`src/msaf_pkg.sv`:
```
// Shared constants and carrier types for the monitor status and alarm flag bank.
// Assumes an APB slave with 32-bit data; registers sit at word addresses.
`default_nettype none

package msaf_pkg;

  // ***************************************************************
  // Register word indices
  // ***************************************************************
  // Printed offsets are not all multiples of four, so each is an index.
  localparam logic [7:0] msaf_idx_status = 8'h6e;
  localparam logic [7:0] msaf_idx_update = 8'h6f;
  localparam logic [7:0] msaf_idx_alarm_primary = 8'h70;
  localparam logic [7:0] msaf_idx_alarm_secondary = 8'h71;
  localparam logic [7:0] msaf_idx_reserved_top = 8'h6d;
  localparam logic [7:0] msaf_idx_thresh_base = 8'h80;
  localparam logic [7:0] msaf_idx_enable_base = 8'h90;
  localparam int msaf_addr_width = 12;

  // ***************************************************************
  // Field positions and reset values
  // ***************************************************************
  localparam int msaf_st_txd_pin = 7;
  localparam int msaf_st_txd_force = 6;
  localparam int msaf_st_in1 = 5;
  localparam int msaf_st_rate_select_input_pin = 4;
  localparam int msaf_st_rate_select_input_force = 3;
  localparam int msaf_st_txf = 2;
  localparam int msaf_st_los = 1;
  localparam int msaf_st_rdy_n = 0;
  localparam int msaf_upd_range = 0;
  localparam int msaf_sec_fault = 0;
  localparam logic [7:0] msaf_update_reset = 8'h00;
  localparam logic [7:0] msaf_alarm_primary_reset = 8'h10;
  localparam logic [7:0] msaf_alarm_secondary_reset = 8'h00;
  localparam logic [7:0] msaf_update_rdy_mask = 8'hfc;
  localparam logic [15:0] msaf_thresh_hi_reset = 16'hffff;
  localparam logic [15:0] msaf_thresh_lo_reset = 16'h0000;
  localparam logic [15:0] msaf_temp_hi_reset = 16'h7fff;
  localparam logic [15:0] msaf_temp_lo_reset = 16'h8000;
  localparam int msaf_channels = 6;

  // ***************************************************************
  // Carrier types
  // ***************************************************************
  // Channel order: 0 temperature, 1 supply, 2..5 monitors one to four.
  typedef struct packed {
    logic valid;
    logic [2:0] channel;
    logic [15:0] value;
    logic coarse_range;
  } msaf_conv_type;

  typedef struct packed {
    logic tx_power_high;
    logic tx_power_low;
    logic bias_max;
    logic high_bias;
  } msaf_fast_type;

  typedef struct packed {
    logic tx_disable_pin;
    logic general_input_one;
    logic rate_select_input;
    logic transmit_fault_output;
    logic loss_of_signal_output;
    logic power_on_analog_trip;
  } msaf_pins_type;

endpackage

`default_nettype wire

```
`src/msaf_flags.sv`:
```
// Status, conversion-update and alarm flag registers with an APB slave port.
// Assumes conversion results and pin levels are synchronous to pclk.
//
// What this block does
// - Reserved bytes before status read zero
// - Status bit 7 shows transmit-disable pin
// - Bit 6 soft force ORs transmit-disable
// - Bit 5 shows general input one
// - Bit 4 shows rate-select input pin
// - Bit 3 ORed into rate-select output
// - Bit 2 shows transmit fault output
// - Bit 1 shows loss-of-signal output
// - Bit 0 high while supply below trip
// - Only bits 6 and 3 writable
// - Update bits 7:2 set on conversion
// - Host writes zero to clear ready
// - Update bit 0 reports third-monitor range
// - Primary odd bits are high alarms
// - Primary even bits are low alarms
// - Supply low alarm set below trip
// - Secondary bits 7:4 monitor three, four alarms
// - Secondary bit 0 is fault summary
// - Enable masks held in separate registers
// - Transmit-disable clears fast alarms
// - Temperature compares signed
// - Supply and monitors compare unsigned
//
// The APB interface to the registers was decided locally.
`default_nettype none

module msaf_flags #(
  parameter int chan_count = msaf_pkg::msaf_channels
) (
  // APB clock and reset
  input wire logic pclk,
  input wire logic presetn,
  // APB slave
  input wire logic psel,
  input wire logic penable,
  input wire logic pwrite,
  input wire logic [msaf_pkg::msaf_addr_width-1:0] paddr,
  input wire logic [31:0] pwdata,
  input wire logic [3:0] pstrb,
  output logic [31:0] prdata,
  output logic pready,
  output logic pslverr,
  // Pin levels and analog events
  input wire msaf_pkg::msaf_pins_type pins,
  input wire msaf_pkg::msaf_conv_type conv,
  input wire msaf_pkg::msaf_fast_type fast_raw,
  input wire logic [7:0] warn_flags,
  // Outputs to the module
  output logic tx_disable_state,
  output logic rate_select_output,
  output logic fault_interrupt_summary
);

  // ***************************************************************
  // Bus decode
  // ***************************************************************
  logic [7:0] widx;
  logic wr_en;
  logic wr_lane0;
  logic addr_ok;
  assign widx = paddr[9:2];
  assign wr_en = psel && penable && pwrite && wr_lane0;
  assign wr_lane0 = pstrb[0];
  // Zero-wait slave; every access finishes in its first access cycle.
  assign pready = 1'b1;
  assign addr_ok = (paddr[1:0] == 2'b00) && (paddr[11:10] == 2'b00);

  // ***************************************************************
  // State
  // ***************************************************************
  logic tx_disable_soft_force;
  logic rate_select_soft_force;
  logic [7:0] conversion_update;
  logic [7:0] alarm_flags_primary;
  logic [3:0] alarm_sec_hi;
  logic [7:0] warn_enable;
  logic [7:0] alarm_enable;
  msaf_pkg::msaf_fast_type fast_alarms;
  logic [15:0] thresh_hi [chan_count];
  logic [15:0] thresh_lo [chan_count];
  logic next_tx_disable_soft_force;
  logic next_rate_select_soft_force;
  logic [7:0] next_conversion_update;
  logic [7:0] next_alarm_flags_primary;
  logic [3:0] next_alarm_sec_hi;
  logic [7:0] next_warn_enable;
  logic [7:0] next_alarm_enable;
  msaf_pkg::msaf_fast_type next_fast_alarms;
  logic [31:0] next_prdata;
  logic next_pslverr;
  logic [7:0] pin_status_control;
  logic [7:0] alarm_flags_secondary;
  logic [chan_count-1:0] over_hi;
  logic [chan_count-1:0] under_lo;
  logic prev_txd;
  logic txd_event;

  assign tx_disable_state = pins.tx_disable_pin | tx_disable_soft_force;
  assign rate_select_output = pins.rate_select_input | rate_select_soft_force;
  // A rising transmit-disable level is the event that wipes fast alarms.
  assign txd_event = tx_disable_state && !prev_txd;

  always_comb begin
    pin_status_control = 8'h00;
    pin_status_control[msaf_pkg::msaf_st_txd_pin] = pins.tx_disable_pin;
    pin_status_control[msaf_pkg::msaf_st_txd_force] = tx_disable_soft_force;
    pin_status_control[msaf_pkg::msaf_st_in1] = pins.general_input_one;
    pin_status_control[msaf_pkg::msaf_st_rate_select_input_pin] = pins.rate_select_input;
    pin_status_control[msaf_pkg::msaf_st_rate_select_input_force] = rate_select_soft_force;
    pin_status_control[msaf_pkg::msaf_st_txf] = pins.transmit_fault_output;
    pin_status_control[msaf_pkg::msaf_st_los] = pins.loss_of_signal_output;
    pin_status_control[msaf_pkg::msaf_st_rdy_n] = pins.power_on_analog_trip;
  end

  // ***************************************************************
  // Threshold comparison, one per channel
  // ***************************************************************
  for (genvar c = 0; c < chan_count; c++) begin : g_cmp
    if (c == 0) begin : g_signed
      assign over_hi[c] = $signed(conv.value) > $signed(thresh_hi[c]);
      assign under_lo[c] = $signed(conv.value) < $signed(thresh_lo[c]);
    end else begin : g_unsigned
      assign over_hi[c] = conv.value > thresh_hi[c];
      assign under_lo[c] = conv.value < thresh_lo[c];
    end
  end

  // Thresholds are plain volatile words here; nonvolatile storage lives elsewhere.
  for (genvar c = 0; c < chan_count; c++) begin : g_thr
    always_ff @(posedge pclk or negedge presetn) begin
      if (!presetn) begin
        thresh_hi[c] <= (c == 0) ? msaf_pkg::msaf_temp_hi_reset : msaf_pkg::msaf_thresh_hi_reset;
        thresh_lo[c] <= (c == 0) ? msaf_pkg::msaf_temp_lo_reset : msaf_pkg::msaf_thresh_lo_reset;
      end else if (psel && penable && pwrite &&
                   widx == msaf_pkg::msaf_idx_thresh_base + 8'(2 * c)) begin
        thresh_hi[c] <= pwdata[15:0];
      end else if (psel && penable && pwrite &&
                   widx == msaf_pkg::msaf_idx_thresh_base + 8'(2 * c + 1)) begin
        thresh_lo[c] <= pwdata[15:0];
      end
    end
  end

  // ***************************************************************
  // Next-state logic
  // ***************************************************************
  always_comb begin
    next_tx_disable_soft_force = tx_disable_soft_force;
    next_rate_select_soft_force = rate_select_soft_force;
    next_conversion_update = conversion_update;
    next_alarm_flags_primary = alarm_flags_primary;
    next_alarm_sec_hi = alarm_sec_hi;
    next_warn_enable = warn_enable;
    next_alarm_enable = alarm_enable;
    next_fast_alarms = fast_alarms;
    // Software writes first, so a same-cycle hardware set below wins.
    if (wr_en) begin
      unique case (widx)
        msaf_pkg::msaf_idx_status: begin
          next_tx_disable_soft_force = pwdata[msaf_pkg::msaf_st_txd_force];
          next_rate_select_soft_force = pwdata[msaf_pkg::msaf_st_rate_select_input_force];
        end
        msaf_pkg::msaf_idx_update: begin
          // Only zeros clear; ones and the range bit are left alone.
          next_conversion_update = conversion_update &
            (pwdata[7:0] | ~msaf_pkg::msaf_update_rdy_mask);
        end
        msaf_pkg::msaf_idx_enable_base: begin
          next_alarm_enable = pwdata[7:0];
        end
        msaf_pkg::msaf_idx_enable_base + 8'h01: begin
          next_warn_enable = pwdata[7:0];
        end
        default: begin
        end
      endcase
    end
    if (conv.valid && int'(conv.channel) < chan_count) begin
      next_conversion_update[7 - int'(conv.channel)] = 1'b1;
      unique case (conv.channel)
        3'd0, 3'd1, 3'd2, 3'd3: begin
          next_alarm_flags_primary[7 - 2 * int'(conv.channel)] =
            over_hi[conv.channel];
          next_alarm_flags_primary[6 - 2 * int'(conv.channel)] =
            under_lo[conv.channel];
        end
        3'd4, 3'd5: begin
          next_alarm_sec_hi[3 - 2 * (int'(conv.channel) - 4)] = over_hi[conv.channel];
          next_alarm_sec_hi[2 - 2 * (int'(conv.channel) - 4)] = under_lo[conv.channel];
          if (conv.channel == 3'd4) begin
            next_conversion_update[msaf_pkg::msaf_upd_range] = conv.coarse_range;
          end
        end
        default: begin
        end
      endcase
    end
    if (pins.power_on_analog_trip) begin
      next_alarm_flags_primary[4] = 1'b1;
    end
    // Fast alarms latch their comparators and hold until wiped by a disable event.
    next_fast_alarms = txd_event ? '0 : (fast_alarms | fast_raw);
  end

  always_comb begin
    alarm_flags_secondary = {alarm_sec_hi, 3'b000, 1'b0};
    alarm_flags_secondary[msaf_pkg::msaf_sec_fault] = fault_interrupt_summary;
  end

  // Nonmaskable fast terms sit beside the masked alarm and warning flags.
  assign fault_interrupt_summary =
    |(alarm_flags_primary & alarm_enable) | |(warn_flags & warn_enable) |
    fast_alarms.tx_power_high | fast_alarms.tx_power_low |
    fast_alarms.bias_max | fast_alarms.high_bias;

  // ***************************************************************
  // Read data
  // ***************************************************************
  always_comb begin
    next_prdata = 32'h0000_0000;
    next_pslverr = 1'b0;
    if (psel && !penable && !pwrite) begin
      if (!addr_ok) begin
        next_pslverr = 1'b1;
      end else if (widx <= msaf_pkg::msaf_idx_reserved_top) begin
        next_prdata = 32'h0000_0000;
      end else if (widx == msaf_pkg::msaf_idx_status) begin
        next_prdata = {24'h00_0000, pin_status_control};
      end else if (widx == msaf_pkg::msaf_idx_update) begin
        next_prdata = {24'h00_0000, conversion_update};
      end else if (widx == msaf_pkg::msaf_idx_alarm_primary) begin
        next_prdata = {24'h00_0000, alarm_flags_primary};
      end else if (widx == msaf_pkg::msaf_idx_alarm_secondary) begin
        next_prdata = {24'h00_0000, alarm_flags_secondary};
      end else if (widx == msaf_pkg::msaf_idx_enable_base) begin
        next_prdata = {24'h00_0000, alarm_enable};
      end else if (widx == msaf_pkg::msaf_idx_enable_base + 8'h01) begin
        next_prdata = {24'h00_0000, warn_enable};
      end else begin
        next_pslverr = 1'b1;
      end
    end else if (psel && !penable && pwrite && !addr_ok) begin
      next_pslverr = 1'b1;
    end else if (psel && penable) begin
      next_prdata = prdata;
      next_pslverr = pslverr;
    end
  end

  // ***************************************************************
  // Registers
  // ***************************************************************
  always_ff @(posedge pclk or negedge presetn) begin
    if (!presetn) begin
      tx_disable_soft_force <= 1'b0;
      rate_select_soft_force <= 1'b0;
      conversion_update <= msaf_pkg::msaf_update_reset;
      alarm_flags_primary <= msaf_pkg::msaf_alarm_primary_reset;
      alarm_sec_hi <= 4'h0;
      warn_enable <= 8'h00;
      alarm_enable <= 8'h00;
      fast_alarms <= '0;
      prev_txd <= 1'b0;
      prdata <= 32'h0000_0000;
      pslverr <= 1'b0;
    end else begin
      tx_disable_soft_force <= next_tx_disable_soft_force;
      rate_select_soft_force <= next_rate_select_soft_force;
      conversion_update <= next_conversion_update;
      alarm_flags_primary <= next_alarm_flags_primary;
      alarm_sec_hi <= next_alarm_sec_hi;
      warn_enable <= next_warn_enable;
      alarm_enable <= next_alarm_enable;
      fast_alarms <= next_fast_alarms;
      prev_txd <= tx_disable_state;
      prdata <= next_prdata;
      pslverr <= next_pslverr;
    end
  end

endmodule

`default_nettype wire

```
`config.mk`:
```
export PLATFORM = sky130hd
export DESIGN_NAME = msaf_flags
export DESIGN_NICKNAME = d
export VERILOG_FILES = /design/src/msaf_pkg.sv /design/src/msaf_flags.sv
export SDC_FILE = /design/constraint.sdc
export NUM_CORES = 1
export LEC_CHECK = 0
export ABC_CLOCK_PERIOD_IN_PS = 3100
export BUFFER_PORTS_ARGS = -buffer_cell sky130_fd_sc_hd__clkbuf_2
export CAP_MARGIN = 15
export CORE_MARGIN = 4
export CORE_UTILIZATION = 47
export CTS_BUF_LIST = sky130_fd_sc_hd__clkbuf_16
export CTS_CLUSTER_DIAMETER = 40
export DETAILED_ROUTE_END_ITERATION = 8
export PLACE_DENSITY = 0.65
export SLEW_MARGIN = 5
export SYNTH_ARGS = -nofsm -noshare
export SYNTH_HDL_FRONTEND = slang
export SYNTH_SLANG_ARGS = --single-unit
```
`constraint.sdc`:
```
create_clock -name pclk -period 3.1 [get_ports pclk]
set_input_delay 0.155 -clock pclk [delete_from_list [all_inputs] [get_ports pclk]]
set_output_delay 0.155 -clock pclk [all_outputs]
set_load 0.01 [all_outputs]
```
==> results of run 1 <==
stage by stage:
step	instance area (sq um)	util [%]	power (mW)
2_1_floorplan	14810	-	3.819
3_3_place_gp	15510	50.43	4.153
3_5_place_dp	15510	50.43	4.182
4_1_cts	17050	55.44	8.892
5_1_grt	17050	55.44	9.159
6_report	17050	55.44	8.817
cells in the final DEF, fill, tap and decap left out, types with 8 or more instances in the layout:
cell	n
nor2_1	29
o21a_1	9
conb_1	25
o21ai_0	72
and3_1	8
ha_1	186
nand3_1	22
a21o_1	21
clkbuf_2	83
nor2b_1	18
a21oi_1	67
nand2_1	85
dfrtp_1	147
nand2b_1	10
mux2_2	182
buf_4	19
dlygate4sd3_1	12
a2111oi_0	8
nand4_1	27
dfstp_2	97
nand2_2	8
clkbuf_16	43
a22o_1	9
inv_1	199
registers in the layout (all words and copies together), names as in the netlist:
register                count
warn_enable                 8
conversion_update           8
fast_alarms                 4
thresh_lo                  96
tx_disable_soft_force       1
prdata                      8
prev_txd                    1
rate_select_soft_force      1
alarm_sec_hi                4
pslverr                     1
alarm_enable                8
thresh_hi                  96
alarm_flags_primary         8
layout make-up:
cell class	instances	area, sq um	area share (%)
clock buffer	43	1076	6.311
sequential	244	6227	36.53
clock inverter	33	345.3	2.026
inverter	192	720.7	4.227
multi-input combinational	900	7471	43.82
timing repair buffer	116	713.2	4.183
tap	396	495.5	2.906
worst reg2reg max path: stages, from the launching register on:
cell and delay [ns]:
dfstp_2 0.52, inv_1 0.04, ha_1 0.28, nand3_1 0.15
nor4_1 0.68, a21bo_2 0.31, nand4_1 0.12, a32oi_1 0.18
o21ai_0 0.19
logic make-up (layout without fill, tap and decap cells):
| family | Yosys count | count (layout) | share of synthesized area [%] |
|---|---|---|---|
| multiplexers | 186 | 186 | 14.19 |
| other | 2 | 25 | 0.05102 |
| buffers and inverters | 265 | 384 | 7.573 |
| AND/OR/NAND/NOR | 247 | 247 | 8.959 |
| flip-flops | 244 | 244 | 42.30 |
| AO/OA/AOI/OAI | 256 | 256 | 11.11 |
| adder cells (fa/ha/maj) | 186 | 186 | 15.81 |
layer usage:
metal / vias up / routed length [microns] / GRT usage, %
met5: - / 0 / 0
met4: 0 / 784 / 5.197
met3: 54 / 2028 / 3.339
met2: 315 / 17860 / 37.35
met1: 5329 / 17710 / 31.13
li1: 5066 / - / -
final timing paths:
kind / slack, ns / from / endpoint
worst max-delay path: 0.55 / thresh_hi[63]$_DFFE_PN1P_ / alarm_flags_primary[3]$_DFFE_PN0P_
min in group asynchronous: 0.27 / presetn / thresh_lo[34]$_DFFE_PN0P_
worst min register to register: 0.37 / conversion_update[1]$_DFFE_PN0P_ / conversion_update[1]$_DFFE_PN0P_
max in group asynchronous: 1.87 / presetn / thresh_hi[42]$_DFFE_PN1P_
worst min-delay path: 0.03 / penable / pslverr$_DFFE_PN0P_
worst max register to register: 0.55 / thresh_hi[63]$_DFFE_PN1P_ / alarm_flags_primary[3]$_DFFE_PN0P_
what timing repair did:
action,in CTS,in global routing
hold endpoints to repair,74,0
hold buffers,12,0
setup buffers,0,0
power by group:
part           internal, mW  switching (mW)
Clock                  3.09            1.58
Sequential             3.30          0.0629
Combinational         0.285           0.507
Total                  6.67            2.15
==> reports/results.ini, run 1 <==
[layout]
syn_to_final_growth_pct = 15.82
layout.nets = 1773
drive_gt1_share_pct = 30.82
fillerInstances = 2688
fin_cells = 1924
n_antenna_cell = 0

[global_routing]
track_usage_pct = 22.42
grt_pass1_wl_mm = 59.85
grt_antenna_before_repair = 0
grt_pass1_vias = 10813
grt_max_degree = 98
grt_overflow = 0

[detailed_routing]
dr.pass1.iters = 5
drtIter0Drc = 659
vias = 10764
drc = 0
routed_wl_mm = 38.39
wl_per_cell_microns = 19.95
final_antenna_net_count = 0
post_drt_via_cell_ratio = 5.595

[worst_setup_path]
cp_top_family = simple AND/OR/NAND/NOR gates
arrival_ns = 2.99
crit_path_start_kind = flop
endpoint_kind = flop
cp_cell_sequence = inv_1, ha_1, nand3_1, nor4_1, a21bo_2, nand4_1, a32oi_1, o21ai_0
crit_cells = 8
slowest_stage = nor4_1
worst-path-buf-inv = 1
worstPathMaxFanout = 4
worstPathRequired_ns = 3.54
crit_type = flop to flop
ff2ff_path_depth = 8
critPathMaxStageDelay_ns = 0.67

[clock_network]
clkSinkCount = 244
cts_tree = done
cts_buffers = 41
cts-htree-levels = 2
cts-root-buf = clkbuf_16
clock_path_buffers = 3
clock_latency_ns = 0.52
cts_resized = 0
clk_pin_slew_ns = 0.05

[status]
status = complete, no violations

[timing]
worst_pin_slew_ns = 0.8024
fin_ws_ns = 0.5519
slew_headroom_pct = 46.50
rsz0062_at_grt = false
clock_skew_ns = 0.02256
fin_crit_sh_pct = 82.20
fin_crit_ns = 2.548
report.final.slew_viol_count = 0
timing.fmax_mhz = 392.5
finalSetupViolations = 0
hold_viol = 0
hold_slack_ns = 0.02711
setup_tns_ns = 0

[synth]
ys_types = 66
yosysMostFrequentCell = inv_1
synth_seq_area_share_pct = 42.30
synth_common_cells = 192 x inv_1, 186 x ha_1, 182 x mux2_2
synthTopCellsByArea = dfrtp_1 25%, dfstp_2 17%, ha_1 16%, mux2_2 14%, inv_1 4.9%
synth_area_leader_cell = dfrtp_1
syn_area_sq_mm = 0.01472
synthCells = 1386
synth_seq_cells = 244
synth_top_area_share_pct = 24.99
yosys_warnings = 0
synthFlopType = dfrtp_1
synth_edf_count = 0
avgSynthCellArea_sq_um = 10.62
synthArstFlopShare_pct = 100.0

[min_path]
hold_depth = 4
hp-class = primary input to flop

[pwr]
ir_worst_vdd_mv = 0.3465
p_per_area_mw_per_mm2 = 517.2
p_leak_nw = 7.826

[placed_design]
hpwl_mm = 26.95
portBuffers = 84
place_ws_ns = 0.6151
globalplace.congestion = 0.9139
dp.cells = 1836

[floorplan]
dieArea_sq_mm = 0.03422
num_io_pins = 129
rows = 64
start_util_pct = 47.87
die_width_microns = 185.0
die_h_microns = 185.0
coreArea_sq_mm = 0.03075

[job]
maxCapViolCount = 0

(Power assumes the default switching activity.)
==> inputs of run 2 (changes only) <==
ABC_CLOCK_PERIOD_IN_PS = 2500   (was 3100)
clock period = 2.5 ns   (was 3.1 ns; I/O delays follow)
==> reports/results.ini, run 2 (synthesized netlist as in run 1, its figures left out) <==
[pwr]
power_frac_comb_pct = 9.3
p_per_area_mw_per_mm2 = 638.9
power_frac_clock_pct = 53.0
p_sw_share_pct = 24.46
p_leak_nw = 7.948
p_seq_share_pct = 37.7
ir_worst_vdd_mv = 0.4118
p_int_mw = 8.339
power_switching_mw = 2.700

[layout]
reg_top3 = thresh_hi (96), thresh_lo (96)
layout.nets = 1799
final_cell_mix = 196 x inv_1, 186 x ha_1, 182 x mux2_2
layout_commonest_cell = inv_1
syn_to_final_growth_pct = 17.39
drive_gt1_share_pct = 32.07
n_antenna_cell = 0
fillerInstances = 2715

[worst_setup_path]
worstPathRequired_ns = 2.89
cp_top_family = compound AO/OA/AOI/OAI gates
crit_type = flop to flop
endpoint_kind = flop
worst-path-buf-inv = 1
worstPathMaxFanout = 3
cp_cell_sequence = inv_1, ha_1, a21oi_1, o21a_1, o21ai_0, a2111oi_0, o221a_2, o21ai_0
arrival_ns = 2.72
crit_path_start_kind = flop
cpMostUsedCell = o21ai_0
crit_start = thresh_hi[27]$_DFFE_PN1P_
critPathMaxStageDelay_ns = 0.53
slowest_stage = dfstp_2
rr_startpoint = thresh_hi[27]$_DFFE_PN1P_

[timing]
slew_headroom_pct = 56.32
rsz0062_at_grt = false
hold_slack_ns = 0.09208
setup_tns_ns = 0
clock_skew_ns = 0.01688
timing.fmax_mhz = 429.1
hold_viol = 0
fin_crit_ns = 2.330
worst_pin_slew_ns = 0.6539
finalSetupViolations = 0
fin_crit_sh_pct = 93.22
report.final.slew_viol_count = 0

[clock_network]
clock_latency_ns = 0.52
cts-htree-levels = 2
clk_pin_slew_ns = 0.06
cts_tree = done
cts_buffers = 40
clkSinkCount = 244
clock_path_buffers = 3
cts-root-buf = clkbuf_16

[min_path]
hp-class = primary input to flop
worstHoldStart = paddr[11]

[detailed_routing]
dr.pass1.iters = 6
vias = 10915
post_drt_via_cell_ratio = 5.600
drtIter0Drc = 683
routed_wl_mm = 39.28
wl_per_cell_microns = 20.16
drc = 0
final_antenna_net_count = 0

[global_routing]
grt_pass1_wl_mm = 61.35
grt_pass1_vias = 10853
track_usage_pct = 23.00
grt_max_degree = 70
grt_antenna_before_repair = 1
grt_overflow = 0

[job]
maxCapViolCount = 0

[placed_design]
portBuffers = 84
hpwl_mm = 27.43
globalplace.congestion = 0.8977

[status]
status = complete, no violations

[floorplan]
dieArea_sq_mm = 0.03422
die_h_microns = 185.0
coreArea_sq_mm = 0.03075
rows = 64
start_util_pct = 47.87
num_io_pins = 129
die_width_microns = 185.0

## run 2: area by class of cell
cell class              instances  area, sq um  share of cell area (%)
well taps                     396        495.5                   2.867
clock inverters                32        374.1                   2.165
inverters                     192        720.7                   4.171
repair buffers                143        933.4                   5.401
multi-input cells             900         7478                   43.28
clock buffers                  42         1051                   6.082
flip-flops and latches        244         6227                   36.04
## run 2: stage by stage
stage	std cells	setup slack, ns	utilization (%)	area [sq um]	power [mW]
final	1949	0.1695	56.20	17280	11.04
after global routing	1949	0.001602	56.20	17280	11.46
after CTS	1949	0.1356	56.17	17270	11.13
after detailed placement	1861	0.1631	51.08	15710	5.224
after global placement	1861	0.2060	51.08	15710	5.192
after floorplan	1409	0.4206	-	14810	4.736
## run 2: worst paths after layout
check | to | slack [ns] | cells past startpoint
worst max-delay path | alarm_sec_hi[1]$_DFFE_PN0P_ | 0.17 | 8
worst min-delay path | prdata[6]$_DFFE_PN0P_ | 0.09 | 6
worst max register to register | alarm_sec_hi[1]$_DFFE_PN0P_ | 0.17 | 8
worst min register to register | conversion_update[1]$_DFFE_PN0P_ | 0.38 | 0
max in group asynchronous | thresh_hi[19]$_DFFE_PN1P_ | 1.42 | 3
min in group asynchronous | thresh_lo[35]$_DFFE_PN0P_ | 0.18 | 2
## run 2: per-layer routing
layer	track usage, %	part of all wire (%)
met2	37.82	46
met4	5.755	2.4
met1	31.62	45
met3	4.301	5.8
met5	0	0
## run 2: timing repair
action	in CTS	in global routing
gates resized for setup	0	1
hold endpoints to repair	75	0
hold buffers	14	0
setup endpoints to repair	0	1
buffers inserted	0	0
## run 2: worst min-delay path: stages
cell	delay (ns)
clkbuf_2	0.07
nor4_1	0.05
nand2_1	0.05
nor2_1	0.10
o221ai_1	0.11
nand2_1	0.06
## run 2: power by group through the flow
stage / Sequential [mW] / Clock, mW / Combinational, mW
after floorplan: 4.19 / 0 / 0.548
after global placement: 4.22 / 0 / 0.972
after detailed placement: 4.23 / 0 / 0.998
after CTS: 4.17 / 5.94 / 1.03
after global routing: 4.17 / 6.13 / 1.16
final: 4.17 / 5.85 / 1.02
